### src/hdl/dac_cfg_pkg.sv
// Constants for the octal DAC configuration word control block
package dac_cfg_pkg;
   localparam int          DATA_W        = 12;
   localparam int          NUM_CH        = 8;
   // Configuration word bit positions
   localparam int          BIT_READBACK  = 11;
   localparam int          BIT_SYNC_LD   = 10;
   localparam int          BIT_SW_RESET  = 9;
   localparam int          BIT_PD_A      = 8;
   localparam int          BIT_PD_B      = 7;
   localparam int          BIT_CORR_EN   = 6;
   localparam int          BIT_GBUSY     = 5;
   localparam int          BIT_SPAN_A    = 4;
   localparam int          BIT_SPAN_B    = 3;
   localparam logic [11:0] CFG_RESET     = 12'h800;
   localparam logic [11:0] CFG_WR_MASK   = 12'hdd8;
   localparam logic [11:0] ZERO_RESET    = 12'h000;
   localparam logic [11:0] GAIN_RESET    = 12'h800;
   // Correction time per channel
   localparam int          CORR_TIME_NS  = 500;
   localparam int          CLK_PERIOD_NS = 10;
   localparam int          CORR_CYCLES   = CORR_TIME_NS / CLK_PERIOD_NS;
   // Register select codes on the host access port
   localparam logic [1:0]  SEL_CONFIG    = 2'h0;
   localparam logic [1:0]  SEL_INPUT     = 2'h1;
   localparam logic [1:0]  SEL_ZERO      = 2'h2;
   localparam logic [1:0]  SEL_GAIN      = 2'h3;
   // Arbitrary factory offset trim defaults
   localparam logic [11:0] OFFS_TRIM_X6  = 12'h555;
   localparam logic [11:0] OFFS_TRIM_X4  = 12'h400;
endpackage : dac_cfg_pkg

### src/hdl/octal_dac_config_control.sv
// Configuration word, latch update and correction sequencing for an octal DAC
//
// Function
// - Readback select 0: channel read returns its input data register.
// - Readback select 1: channel read returns its DAC data register.
// - With correction on, input register keeps raw data; DAC register gets corrected.
// - Load pin high: sync load bit copies accessed DAC registers into latches together.
// - Load refreshes only channels accessed since the previous load event.
// - Sync load bit clears itself after the latch update.
// - Sync load bit write ignored while load pin is low.
// - Correction off: sync load updates latches at chip-select rising edge.
// - Software reset bit resets whole device, then reads back 0.
// - Group A power-down disables channels 0 to 3 outputs.
// - Group B power-down disables channels 4 to 7 outputs.
// - Correction on: data adjusted by gain and zero, then to DAC register.
// - Correction off: input copied unmodified into DAC register.
// - Global busy reads 1 while any channel awaits correction.
// - Global busy forced 0 while correction disabled.
// - Group A span select: x6 when 0, x4 when 1.
// - Group A span change reloads group A offset with trim value.
// - Group B span select: x6 when 0, x4 when 1.
// - Group B span change reloads group B offset with trim value.
// - Lowest three configuration bits ignore writes and read 0.
// - Configuration word resets to 800h.
// - Correction on: input, zero or gain write sets channel busy until done.
// - Each channel correction takes about 500 ns.
`timescale 1ns/100ps
`default_nettype none
module octal_dac_config_control #(
   parameter int NUM_CH = dac_cfg_pkg::NUM_CH
) (
   // Clock and reset
   input  wire  logic                  clk_sys,
   input  wire  logic                  arst_n,
   // Host access port, write taken when chip select rises
   input  wire  logic                  cs_n,
   input  wire  logic                  wr_n,
   input  wire  logic [1:0]            reg_sel,
   input  wire  logic [2:0]            ch_sel,
   input  wire  logic [11:0]           wr_data,
   output logic       [11:0]           cfg_rd_data,
   output logic       [11:0]           ch_rd_data,
   // Load pin
   input  wire  logic                  async_load_pin_n,
   // Analog side
   output logic [NUM_CH-1:0][11:0]     latch_data,
   output logic [NUM_CH-1:0]           out_buf_en,
   output logic                        span_x4_a,
   output logic                        span_x4_b,
   output logic       [11:0]           offset_a,
   output logic       [11:0]           offset_b,
   output logic [NUM_CH-1:0]           channel_busy_flag
);
   localparam int CW = $clog2(dac_cfg_pkg::CORR_CYCLES + 1);

   typedef enum logic [1:0] {
      CE_IDLE = 2'b00,
      CE_RUN  = 2'b01
   } corr_state_e;

   logic [11:0]              cfg_reg, cfg_next;
   logic [NUM_CH-1:0][11:0]  in_reg, in_next;
   logic [NUM_CH-1:0][11:0]  dac_reg, dac_next;
   logic [NUM_CH-1:0][11:0]  zero_reg, zero_next;
   logic [NUM_CH-1:0][11:0]  gain_reg, gain_next;
   logic [NUM_CH-1:0][11:0]  latch_reg, latch_next;
   logic [NUM_CH-1:0]        acc_reg, acc_next;
   logic [NUM_CH-1:0]        busy_reg, busy_next;
   logic                     cs_d_reg;
   logic                     srst_reg, srst_next;
   logic                     ld_pend_reg, ld_pend_next;
   corr_state_e              st_reg, st_next;
   logic [2:0]               cch_reg, cch_next;
   logic [CW-1:0]            cnt_reg, cnt_next;
   logic [11:0]              offa_reg, offa_next, offb_reg, offb_next;
   logic [11:0]              crd_reg, crd_next;
   logic                     wr_ev;
   logic                     gbusy;
   logic                     load_ev;
   logic [11:0]              corr_val;

   assign wr_ev = cs_n && !cs_d_reg && !wr_n;
   assign gbusy = cfg_reg[dac_cfg_pkg::BIT_CORR_EN] && (|busy_reg);

   // Corrected code: data*gain/2048 + zero, clamped to the code range
   function automatic logic [11:0] correct(input logic [11:0] d, input logic [11:0] g,
                                           input logic [11:0] z);
      logic signed [25:0] p;
      p = $signed({2'b00, ({12'h000, d} * {12'h000, g}) >> 11}) + $signed({{14{z[11]}}, z});
      if (p < 0) begin
         correct = 12'h000;
      end else if (p > 26'sd4095) begin
         correct = 12'hfff;
      end else begin
         correct = p[11:0];
      end
   endfunction : correct

   assign corr_val = correct(in_reg[cch_reg], gain_reg[cch_reg], zero_reg[cch_reg]);

   always_comb begin
      cfg_next     = cfg_reg;
      in_next      = in_reg;
      dac_next     = dac_reg;
      zero_next    = zero_reg;
      gain_next    = gain_reg;
      latch_next   = latch_reg;
      acc_next     = acc_reg;
      busy_next    = busy_reg;
      srst_next    = 1'b0;
      ld_pend_next = ld_pend_reg;
      st_next      = st_reg;
      cch_next     = cch_reg;
      cnt_next     = cnt_reg;
      offa_next    = offa_reg;
      offb_next    = offb_reg;
      load_ev      = 1'b0;
      if (wr_ev) begin
         unique case (reg_sel)
            dac_cfg_pkg::SEL_CONFIG: begin
               cfg_next = wr_data & dac_cfg_pkg::CFG_WR_MASK;
               if (!async_load_pin_n) begin
                  cfg_next[dac_cfg_pkg::BIT_SYNC_LD] = 1'b0;
               end
               if (wr_data[dac_cfg_pkg::BIT_SW_RESET]) begin
                  srst_next = 1'b1;
               end
               if (wr_data[dac_cfg_pkg::BIT_SPAN_A] != cfg_reg[dac_cfg_pkg::BIT_SPAN_A]) begin
                  offa_next = wr_data[dac_cfg_pkg::BIT_SPAN_A] ? dac_cfg_pkg::OFFS_TRIM_X4
                                                               : dac_cfg_pkg::OFFS_TRIM_X6;
               end
               if (wr_data[dac_cfg_pkg::BIT_SPAN_B] != cfg_reg[dac_cfg_pkg::BIT_SPAN_B]) begin
                  offb_next = wr_data[dac_cfg_pkg::BIT_SPAN_B] ? dac_cfg_pkg::OFFS_TRIM_X4
                                                               : dac_cfg_pkg::OFFS_TRIM_X6;
               end
            end
            dac_cfg_pkg::SEL_INPUT: begin
               in_next[ch_sel] = wr_data;
               if (!cfg_reg[dac_cfg_pkg::BIT_CORR_EN]) begin
                  dac_next[ch_sel] = wr_data;
               end
               acc_next[ch_sel] = 1'b1;
            end
            dac_cfg_pkg::SEL_ZERO: begin
               zero_next[ch_sel] = wr_data;
            end
            dac_cfg_pkg::SEL_GAIN: begin
               gain_next[ch_sel] = wr_data;
            end
         endcase
         if (cfg_reg[dac_cfg_pkg::BIT_CORR_EN] && reg_sel != dac_cfg_pkg::SEL_CONFIG) begin
            busy_next[ch_sel] = 1'b1;
         end
      end
      // Correction engine: serve one busy channel at a time
      unique case (st_reg)
         CE_IDLE: begin
            if (cfg_reg[dac_cfg_pkg::BIT_CORR_EN] && |busy_reg) begin
               for (int i = NUM_CH - 1; i >= 0; i--) begin
                  if (busy_reg[i]) begin
                     cch_next = 3'(i);
                  end
               end
               cnt_next = CW'(dac_cfg_pkg::CORR_CYCLES - 1);
               st_next  = CE_RUN;
            end
         end
         CE_RUN: begin
            if (!cfg_reg[dac_cfg_pkg::BIT_CORR_EN]) begin
               st_next = CE_IDLE;
            end else if (cnt_reg != '0) begin
               cnt_next = cnt_reg - CW'(1);
            end else if (!(wr_ev && reg_sel != dac_cfg_pkg::SEL_CONFIG && ch_sel == cch_reg)) begin
               dac_next[cch_reg]  = corr_val;
               busy_next[cch_reg] = 1'b0;
               acc_next[cch_reg]  = 1'b1;
               st_next            = CE_IDLE;
            end
         end
         default: st_next = CE_IDLE;
      endcase
      if (!cfg_reg[dac_cfg_pkg::BIT_CORR_EN]) begin
         busy_next = '0;
      end
      // Sync load waits for correction to finish, then fires once
      if (cfg_reg[dac_cfg_pkg::BIT_SYNC_LD] && !gbusy && st_reg == CE_IDLE) begin
         load_ev                             = 1'b1;
         // A fresh host set in the same cycle wins over the self-clear
         if (!(wr_ev && reg_sel == dac_cfg_pkg::SEL_CONFIG)) begin
            cfg_next[dac_cfg_pkg::BIT_SYNC_LD] = 1'b0;
         end
      end
      if (!async_load_pin_n && !ld_pend_reg) begin
         load_ev = 1'b1;
      end
      ld_pend_next = !async_load_pin_n;
      if (load_ev) begin
         for (int i = 0; i < NUM_CH; i++) begin
            if (acc_reg[i]) begin
               latch_next[i] = dac_next[i];
            end
         end
         // Channels first written in this cycle stay marked for the next load
         acc_next = acc_next & ~acc_reg;
      end
   end

   always_comb begin
      crd_next = cfg_reg;
      crd_next[dac_cfg_pkg::BIT_GBUSY] = gbusy;
   end

   always_ff @(posedge clk_sys or negedge arst_n) begin
      if (!arst_n) begin
         cs_d_reg <= 1'b1;
      end else begin
         cs_d_reg <= cs_n;
      end
   end

   always_ff @(posedge clk_sys or negedge arst_n) begin
      if (!arst_n) begin
         cfg_reg     <= dac_cfg_pkg::CFG_RESET;
         in_reg      <= '0;
         dac_reg     <= '0;
         zero_reg    <= {NUM_CH{dac_cfg_pkg::ZERO_RESET}};
         gain_reg    <= {NUM_CH{dac_cfg_pkg::GAIN_RESET}};
         latch_reg   <= '0;
         acc_reg     <= '0;
         busy_reg    <= '0;
         srst_reg    <= 1'b0;
         ld_pend_reg <= 1'b0;
         st_reg      <= CE_IDLE;
         cch_reg     <= 3'h0;
         cnt_reg     <= '0;
         offa_reg    <= dac_cfg_pkg::OFFS_TRIM_X6;
         offb_reg    <= dac_cfg_pkg::OFFS_TRIM_X6;
         crd_reg     <= dac_cfg_pkg::CFG_RESET;
      end else if (srst_reg) begin
         cfg_reg     <= dac_cfg_pkg::CFG_RESET;
         in_reg      <= '0;
         dac_reg     <= '0;
         zero_reg    <= {NUM_CH{dac_cfg_pkg::ZERO_RESET}};
         gain_reg    <= {NUM_CH{dac_cfg_pkg::GAIN_RESET}};
         latch_reg   <= '0;
         acc_reg     <= '0;
         busy_reg    <= '0;
         srst_reg    <= 1'b0;
         ld_pend_reg <= 1'b0;
         st_reg      <= CE_IDLE;
         cch_reg     <= 3'h0;
         cnt_reg     <= '0;
         offa_reg    <= dac_cfg_pkg::OFFS_TRIM_X6;
         offb_reg    <= dac_cfg_pkg::OFFS_TRIM_X6;
         crd_reg     <= dac_cfg_pkg::CFG_RESET;
      end else begin
         cfg_reg     <= cfg_next;
         in_reg      <= in_next;
         dac_reg     <= dac_next;
         zero_reg    <= zero_next;
         gain_reg    <= gain_next;
         latch_reg   <= latch_next;
         acc_reg     <= acc_next;
         busy_reg    <= busy_next;
         srst_reg    <= srst_next;
         ld_pend_reg <= ld_pend_next;
         st_reg      <= st_next;
         cch_reg     <= cch_next;
         cnt_reg     <= cnt_next;
         offa_reg    <= offa_next;
         offb_reg    <= offb_next;
         crd_reg     <= crd_next;
      end
   end

   // Registered outputs
   always_ff @(posedge clk_sys or negedge arst_n) begin
      if (!arst_n) begin
         ch_rd_data <= 12'h000;
         out_buf_en <= '0;
      end else begin
         ch_rd_data <= cfg_reg[dac_cfg_pkg::BIT_READBACK] ? dac_reg[ch_sel]
                                                          : in_reg[ch_sel];
         for (int i = 0; i < NUM_CH; i++) begin
            out_buf_en[i] <= (i < NUM_CH / 2) ? !cfg_reg[dac_cfg_pkg::BIT_PD_A]
                                              : !cfg_reg[dac_cfg_pkg::BIT_PD_B];
         end
      end
   end

   assign cfg_rd_data       = crd_reg;
   assign latch_data        = latch_reg;
   assign span_x4_a         = cfg_reg[dac_cfg_pkg::BIT_SPAN_A];
   assign span_x4_b         = cfg_reg[dac_cfg_pkg::BIT_SPAN_B];
   assign offset_a          = offa_reg;
   assign offset_b          = offb_reg;
   assign channel_busy_flag = busy_reg;

   a_cfg_reserved_zero: assert property (@(posedge clk_sys) disable iff (!arst_n)
      cfg_rd_data[2:0] == 3'b000) else $error("Reserved config bits nonzero");
   a_gbusy_forced_off: assert property (@(posedge clk_sys) disable iff (!arst_n)
      !cfg_reg[dac_cfg_pkg::BIT_CORR_EN] |=> !cfg_rd_data[dac_cfg_pkg::BIT_GBUSY])
      else $error("Global busy set while correction off");
   a_sync_ld_ignored: assert property (@(posedge clk_sys) disable iff (!arst_n)
      (wr_ev && reg_sel == dac_cfg_pkg::SEL_CONFIG && !async_load_pin_n && !srst_reg)
      |=> !cfg_reg[dac_cfg_pkg::BIT_SYNC_LD]) else $error("Sync load kept with pin low");
   a_sync_ld_clears: assert property (@(posedge clk_sys) disable iff (!arst_n)
      (cfg_reg[dac_cfg_pkg::BIT_SYNC_LD] && !gbusy && st_reg == CE_IDLE && !wr_ev)
      |=> !cfg_reg[dac_cfg_pkg::BIT_SYNC_LD]) else $error("Sync load did not clear");
   a_sw_reset_value: assert property (@(posedge clk_sys) disable iff (!arst_n)
      srst_reg |=> cfg_reg == dac_cfg_pkg::CFG_RESET && busy_reg == '0)
      else $error("Software reset incomplete");
   a_raw_copy_off: assert property (@(posedge clk_sys) disable iff (!arst_n)
      (wr_ev && reg_sel == dac_cfg_pkg::SEL_INPUT && !srst_reg
       && !cfg_reg[dac_cfg_pkg::BIT_CORR_EN])
      |=> dac_reg[$past(ch_sel)] == $past(wr_data)) else $error("Raw copy missing");
   a_busy_set_write: assert property (@(posedge clk_sys) disable iff (!arst_n)
      (wr_ev && reg_sel != dac_cfg_pkg::SEL_CONFIG && !srst_reg
       && cfg_reg[dac_cfg_pkg::BIT_CORR_EN])
      |=> busy_reg[$past(ch_sel)]) else $error("Channel busy not set");
   a_busy_time_bound: assert property (@(posedge clk_sys) disable iff (!arst_n)
      (st_reg == CE_IDLE ##1 st_reg == CE_RUN) |-> ##[49:50] st_reg != CE_RUN || cnt_reg == '0)
      else $error("Correction time wrong");
   a_readback_sel: assert property (@(posedge clk_sys) disable iff (!arst_n)
      $past(cfg_reg[dac_cfg_pkg::BIT_READBACK]) && !$past(srst_reg)
      |-> ch_rd_data == $past(dac_reg[ch_sel])) else $error("Readback source wrong");
   a_readback_raw: assert property (@(posedge clk_sys) disable iff (!arst_n)
      !$past(cfg_reg[dac_cfg_pkg::BIT_READBACK])
      |-> ch_rd_data == $past(in_reg[ch_sel])) else $error("Raw readback wrong");
endmodule : octal_dac_config_control
`default_nettype wire

### config.mk
export PLATFORM = sky130hd
export DESIGN_NAME = octal_dac_config_control
export DESIGN_NICKNAME = d
export VERILOG_FILES = /design/src/hdl/dac_cfg_pkg.sv /design/src/hdl/octal_dac_config_control.sv
export SDC_FILE = /design/constraint.sdc
export NUM_CORES = 1
export LEC_CHECK = 0
export BUFFER_PORTS_ARGS = -buffer_cell sky130_fd_sc_hd__clkbuf_2
export CAP_MARGIN = 10
export CORE_ASPECT_RATIO = 1.4
export CORE_UTILIZATION = 55
export CTS_BUF_LIST = sky130_fd_sc_hd__clkbuf_8 sky130_fd_sc_hd__clkbuf_16
export DETAILED_ROUTE_END_ITERATION = 8
export GPL_TIMING_DRIVEN = 0
export PLACE_DENSITY = 0.73
export SYNTH_ARGS = -nofsm -noshare
export SYNTH_HDL_FRONTEND = slang
export SYNTH_SLANG_ARGS = --single-unit
### constraint.sdc
create_clock -name clk_sys -period 24.9 [get_ports clk_sys]
set_clock_uncertainty 0.15 [all_clocks]
set_input_delay 2.49 -clock clk_sys [delete_from_list [all_inputs] [get_ports clk_sys]]
set_output_delay 2.49 -clock clk_sys [all_outputs]
set_load 0.05 [all_outputs]
## After elaboration in Yosys (flattened, before gate mapping)

Index checks and enable logic that the tools add are counted.

- Memories kept: 0
- Register bits: 575
- RAM bits: 0
- Logic and storage cells: 258
- Output and inout bits: 162
- Latch bits: 0
- Input port bits: 22
- Bits in read-only memories: 0

- Eq/ne operators: 12
- $mul: 1
- Mux-type cells: 114
- Reductions and logical operators: 61
- Shift operators: 0
- Bitwise operators: 7
- Order comparisons: 6
- Add/sub/neg operators: 2
- Divide/modulo/power cells: 0

Operators by type and width:

| kind | number |
|---|---|
| 2-to-1 mux 96 bit | 19 |
| bitwise mux 96 bit | 5 |
| 2-to-1 mux 12 bit | 30 |
| binary-select mux 12 bit (select 3 bit) | 5 |
| 2-to-1 mux 8 bit | 15 |
| demux 12 bit (select 3 bit) | 2 |
| nonzero test 2 bit | 19 |
| 2-to-1 mux 3 bit | 11 |
| multiplier 12 x 12 -> 24 bit | 1 |
| 2-to-1 mux 6 bit | 4 |
| OR 8 bit | 3 |
| AND reduction 2 bit | 12 |
| 2-to-1 mux 9 bit | 2 |
| bitwise AND 8 bit | 2 |
| inverter 8 bit | 2 |
| adder 14 x 12 -> 15 bit | 1 |
| greater-than comparator 15 x 13 -> 1 bit, second input constant | 1 |
| less-than comparator 15 x 1 -> 1 bit, second input constant | 1 |
| logical AND 1 bit | 12 |
| 2-to-1 mux 1 bit | 12 |
| case mux 6 bit (2 select lines) | 1 |
| AND reduction 3 bit | 4 |
| 2-to-1 mux 2 bit | 5 |
| inequality test 3 bit, second input constant | 3 |
| 17 further kinds | 31 |

## Depth between registers and ports, before layout

- Depth in word-level cells: 16
- Mapped depth: 41
- Depth with buffers taken out: 35

## Worst setup path after synthesis

OpenSTA, ideal clock, no wires.

- Path type: reg2reg
- From: register cch_reg[0]
- To: register latch_reg (netlist bit latch_data[19])
- Data required time: 24.624 ns
- Period minus slack after synthesis: 8.704 ns
- Setup time: 0.126 ns
- Cell stages (with the launch flop): 37
- Arrival time: 8.428 ns
- Slack: 16.196 ns
- Buffers on the path: 7
- Cells stage by stage: dfrtp_1 > buf_2 > buf_2 > buf_4 > buf_2 > buf_2 > mux2i_1 > o21ai_0 > a21oi_1 > inv_1 > nand2_1 > fa_1 > fa_1 > inv_1 > fa_1 > fa_1 > inv_1 > fa_1 > inv_1 > ha_1 > inv_1 > nor2_1 > a211oi_1 > o311ai_0 > o211ai_1 > o211ai_1 > mux2i_1 > and3_1 > ha_1 > nand4_1 > or4_4 > a21oi_1 > o22ai_2 > buf_6 > o211a_1 > buf_6 > a221o_1

- Cells in the longest elaborated chain, start to end: 15
- Elaborated cells between the ends (all ways): 27
- Classes of those cells: add/sub: 1; mul: 1; order compare: 4; eq/ne: 1; mux: 18; reduce/logical: 2

Ends and longest elaborated chain:

| what | RTL line | RTL |
|---|---|---|
| from (decl) | octal_dac_config_control.sv:73 | `logic [2:0] cch_reg, cch_next;` |
| from (signal assigned) | octal_dac_config_control.sv:268 | `cch_reg <= cch_next;` |
| binary-select mux 12 bit (select 3 bit) | octal_dac_config_control.sv:99 | `assign corr_val = correct(in_reg[cch_reg], gain_reg[cch_reg], zero_reg[cch_reg]);` |
| 2-to-1 mux 12 bit (implied by the code) | octal_dac_config_control.sv:99 |  |
| multiplier 12 x 12 -> 24 bit | octal_dac_config_control.sv:89 | `p = $signed({2'b00, ({12'h000, d} * {12'h000, g}) >> 11}) + $signed({{14{z[11]}}, z});` |
| adder 14 x 12 -> 15 bit | octal_dac_config_control.sv:89 |  |
| greater-than comparator 15 x 13 -> 1 bit | octal_dac_config_control.sv:92 | `end else if (p > 26'sd4095) begin` |
| 2-to-1 mux 12 bit | octal_dac_config_control.sv:92 |  |
| 2-to-1 mux 12 bit | octal_dac_config_control.sv:90 | `if (p < 0) begin` |
| bitwise mux 96 bit | octal_dac_config_control.sv:174 | `dac_next[cch_reg] = corr_val;` |
| 2-to-1 mux 96 bit * | octal_dac_config_control.sv:173 | `end else if (!(wr_ev && reg_sel != dac_cfg_pkg::SEL_CONFIG && ch_sel == cch_reg)) begin` |
| 2-to-1 mux 96 bit * | octal_dac_config_control.sv:171 | `end else if (cnt_reg != '0) begin` |
| 2-to-1 mux 96 bit * | octal_dac_config_control.sv:169 | `if (!cfg_reg[dac_cfg_pkg::BIT_CORR_EN]) begin` |
| 2-to-1 mux 96 bit * | octal_dac_config_control.sv:156 | `unique case (st_reg)` |
| 2-to-1 mux 12 bit * | octal_dac_config_control.sv:199 | `if (acc_reg[i]) begin` |
| 2-to-1 mux 96 bit * | octal_dac_config_control.sv:197 | `if (load_ev) begin` |
| 2-to-1 mux 96 bit * | octal_dac_config_control.sv:239 | `end else if (srst_reg) begin` |
| to (signal assigned) | octal_dac_config_control.sv:262 | `latch_reg <= latch_next;` |
| to (decl) | octal_dac_config_control.sv:66 | `logic [NUM_CH-1:0][11:0] latch_reg, latch_next;` |

Every way passes the cells marked *; elsewhere a longest branch is shown, timed or not. The select of a mux whose other input is x is not followed.
A chain may end at the register's enable or synchronous reset.

## Worst setup path in the final report

- From: register cch_reg[0]
- To: register dac_reg[48] (netlist name)

- Cells in the longest elaborated chain, start to end: 13
- Elaborated cells between the ends (all ways): 25
- Classes of those cells: add/sub: 1; mul: 1; order compare: 4; eq/ne: 1; mux: 16; reduce/logical: 2

Ends and longest elaborated chain:

| what | RTL line | RTL |
|---|---|---|
| binary-select mux 12 bit (select 3 bit) | octal_dac_config_control.sv:99 |  |
| 2-to-1 mux 12 bit (implied by the code) | octal_dac_config_control.sv:99 |  |
| multiplier 12 x 12 -> 24 bit | octal_dac_config_control.sv:89 |  |
| adder 14 x 12 -> 15 bit | octal_dac_config_control.sv:89 |  |
| greater-than comparator 15 x 13 -> 1 bit | octal_dac_config_control.sv:92 |  |
| 2-to-1 mux 12 bit | octal_dac_config_control.sv:92 |  |
| 2-to-1 mux 12 bit | octal_dac_config_control.sv:90 |  |
| bitwise mux 96 bit | octal_dac_config_control.sv:174 |  |
| 2-to-1 mux 96 bit * | octal_dac_config_control.sv:173 |  |
| 2-to-1 mux 96 bit * | octal_dac_config_control.sv:171 |  |
| 2-to-1 mux 96 bit * | octal_dac_config_control.sv:169 |  |
| 2-to-1 mux 96 bit * | octal_dac_config_control.sv:156 |  |
| 2-to-1 mux 96 bit * | octal_dac_config_control.sv:239 |  |
| to (signal assigned) | octal_dac_config_control.sv:259 | `dac_reg <= dac_next;` |
| to (decl) | octal_dac_config_control.sv:63 | `logic [NUM_CH-1:0][11:0] dac_reg, dac_next;` |

Marks and branches as above.

==> metrics.txt <==
YS warnings=0; register bit total from synthesis=541; critical path class=flip-flop to flip-flop; Comb power frac=24.2%; dpl hpwl=101000 um; nets=4023; Mean Syn Cell Area=8.98 um2; CTS max path bufs=3; Residual DRC=8; H-tree levels=2; Antenna Nets Post-Route=0; Pleak=16.5 nW; Hold-fix buffers, CTS=0; Slowest-stage cell, CP=nor2_1; GRT Total Usage=47.1%; RSZ-0062 raised after global routing=false; Setup Buffers After CTS=0; clock root cell=clkbuf_16; final worst path period need=12750 ps; die area=0.0595 mm2; Clock transition at path regs=70 ps; sw power=876 uW; crit end category=flip-flop; Setup WS pre-CTS=12900 ps; Top FF cell, synth=dfrtp_1; Starting DRT DRC Count=4010; Final setup violation count=0; final core utilization=62.5%; sequential share of power=41.2%; final std cells w/o fill=4612; RD Place Congestion=1.03; Min Hold Slack=286 ps; final hold viol count=0; largest cells by area after synthesis=dfrtp_1 (41%), nand2_1 (9.7%), fa_1 (6.2%); Resized Gates After CTS=0; Yosys top cell area share=41.1%; register cell area after layout=0.0136 mm2; slew margin rel.=10.1%; WP data required=25200 ps; vias in the first global route=29900; outcome=complete, but fails checks; first drt pass iteration count=9; Final WS setup=12150 ps; Int Pwr=1.58 mW; area leader, netlist=dfrtp_1; Post-synth ARST share=100%; Hold Path Class=flip-flop to flip-flop; CTS tree=built; Port Buffers=167; wire length per cell=30.0 um; FP Rows=104; Ports=184; first-pass GRT wire length=200000 um; Multi-input gate area=0.0167 mm2; number of placed instances, taps included=4512; Slew Viols, Final=0; Max FO, Critical Path=10; fin crit share=51.2%; fmax=0.0784 GHz; critical path's most frequent cell=fa_1; Starting Density=55.8%; WP data arrival=13050 ps; CP bufs+invs=10; Peak VDD IR=0.0714 mV; largest net degree at the start of global routing=112; grt ovf=0; P per Cell Area=68.3 mW/mm2; Clock Power Share=34.6%; Via density=6.59; CTS Sinks=541; Synth Instances=3583; crit-path max cell delay=1070 ps; failing checks=DRC; core area=0.0576 mm2; cell family with most CP delay=compound AO/OA/AOI/OAI gates; fraction of layout cells with a size suffix above 1=13.1%; Max-Cap Viols=0; Worst Setup Start Kind=flip-flop; total number of vias=30400; Syn Std Cell Area=0.0322 mm2; Unique masters post-synth=94; post-synthesis sequential area ratio=42.1%; Die Y-Extent=288 um; Filler Cell Count=5097; Setup TNS Final=0 ps; Sw Share=35.6%; Syn-to-layout area delta=11.9%; antenna violations before repair=4; EDFF count, synth=0; actual slew at the worst max-slew pin=1350 ps; Clock Latency Late Sink=610 ps; CTS buffer count=52; final wirelength=138000 um; Die X=206 um
worst paths after layout:
| check | startpoint | end | slack (ps) | depth (start not counted) |
|---|---|---|---|---|
| max reg2reg | cch_reg[0] | dac_reg[48] | 12150 | 35 |
| max | cch_reg[0] | dac_reg[48] | 12150 | 35 |
| min reg2reg | cfg_reg[7] | out_buf_en[4] | 290 | 1 |
| min in group asynchronous | arst_n | dac_reg[30] | 1740 | 1 |
| min | cfg_reg[7] | out_buf_en[4] | 290 | 1 |
| max in group asynchronous | arst_n | latch_data[67] | 21070 | 4 |
worst register-to-register path, delay by kind of cell (launching register included):
family | cells | cell delay, ps
AOI/OAI and AO/OA | 10 | 3560
and+or+nand+nor | 6 | 2100
adders and majority gates | 7 | 3210
DFF | 1 | 400
buffers and inverters | 10 | 2780
muxes | 2 | 380
synthesized netlist by cell type (40+ instances only):
cell type  instances
a22o_1            42
ha_1              74
nand2_1          832
a21oi_1          390
nand4_1           40
clkbuf_1         226
dfrtp_1          528
and2_1            42
buf_2             41
mux2_2            72
o21ai_0           62
mux2i_1           56
a211oi_1          78
nand3_1           50
inv_1            142
fa_1             100
nor2b_1           51
nor2_1           188
a22oi_1          106
through the flow:
step | area (um2) | power (mW)
floorplan | 32200 | 1.36
global placement | 34000 | 1.59
detailed placement | 34200 | 1.60
CTS | 35900 | 2.42
global route | 36000 | 2.51
finish | 36000 | 2.46
cells by family (layout without fill, tap and decap cells):
kind of cell,Yosys count,count (layout),share of synthesized area (%)
and+or+nand+nor,1331,1331,18.2
AOI/OAI and AO/OA,904,904,18.6
DFF,541,541,42.1
buffers and inverters,466,738,6.24
adders and majority gates,174,174,9.10
muxes,137,137,4.86
xor gates and xnor gates,28,28,0.762
other,2,17,0.0234
cell usage in the layout (no fill, tap or decap), types with 40 or more instances in the layout:
cell / instances
nor2b_1: 51
a22oi_1: 106
nand2_1: 832
and2_1: 42
ha_1: 74
inv_1: 148
nand4_1: 40
nand3_1: 50
a21oi_1: 390
a211oi_1: 78
clkbuf_16: 53
clkbuf_2: 167
mux2_2: 72
nor2_1: 188
buf_2: 41
dfrtp_1: 528
a22o_1: 42
clkbuf_1: 226
fa_1: 100
mux2i_1: 56
o21ai_0: 62
cell type report:
class	instances	area share, %
Buffer	324	4.10
Inverter	142	1.48
Clock inverter	29	0.761
Tap cell	742	2.58
Clock buffer	66	4.18
Sequential cell	541	37.6
Antenna cell	2	0.0139
Multi-Input combinational cell	2589	46.3
Timing Repair Buffer	177	2.95
power groups by stage:
stage	clock (mW)	sequential [mW]	combinational, mW
detailed placement	0	1.02	0.571
floorplan	0	1.08	0.276
CTS	0.841	1.01	0.574
finish	0.850	1.01	0.595
global placement	0	1.03	0.563
global route	0.875	1.02	0.617
per-layer routing:
metal,wire (um),track usage (%)
met1,45600,53.1
met2,62100,72.8
met3,14200,11.3
met4,16300,45.2
met5,30,0
Power figures use the tool's default switching activity.
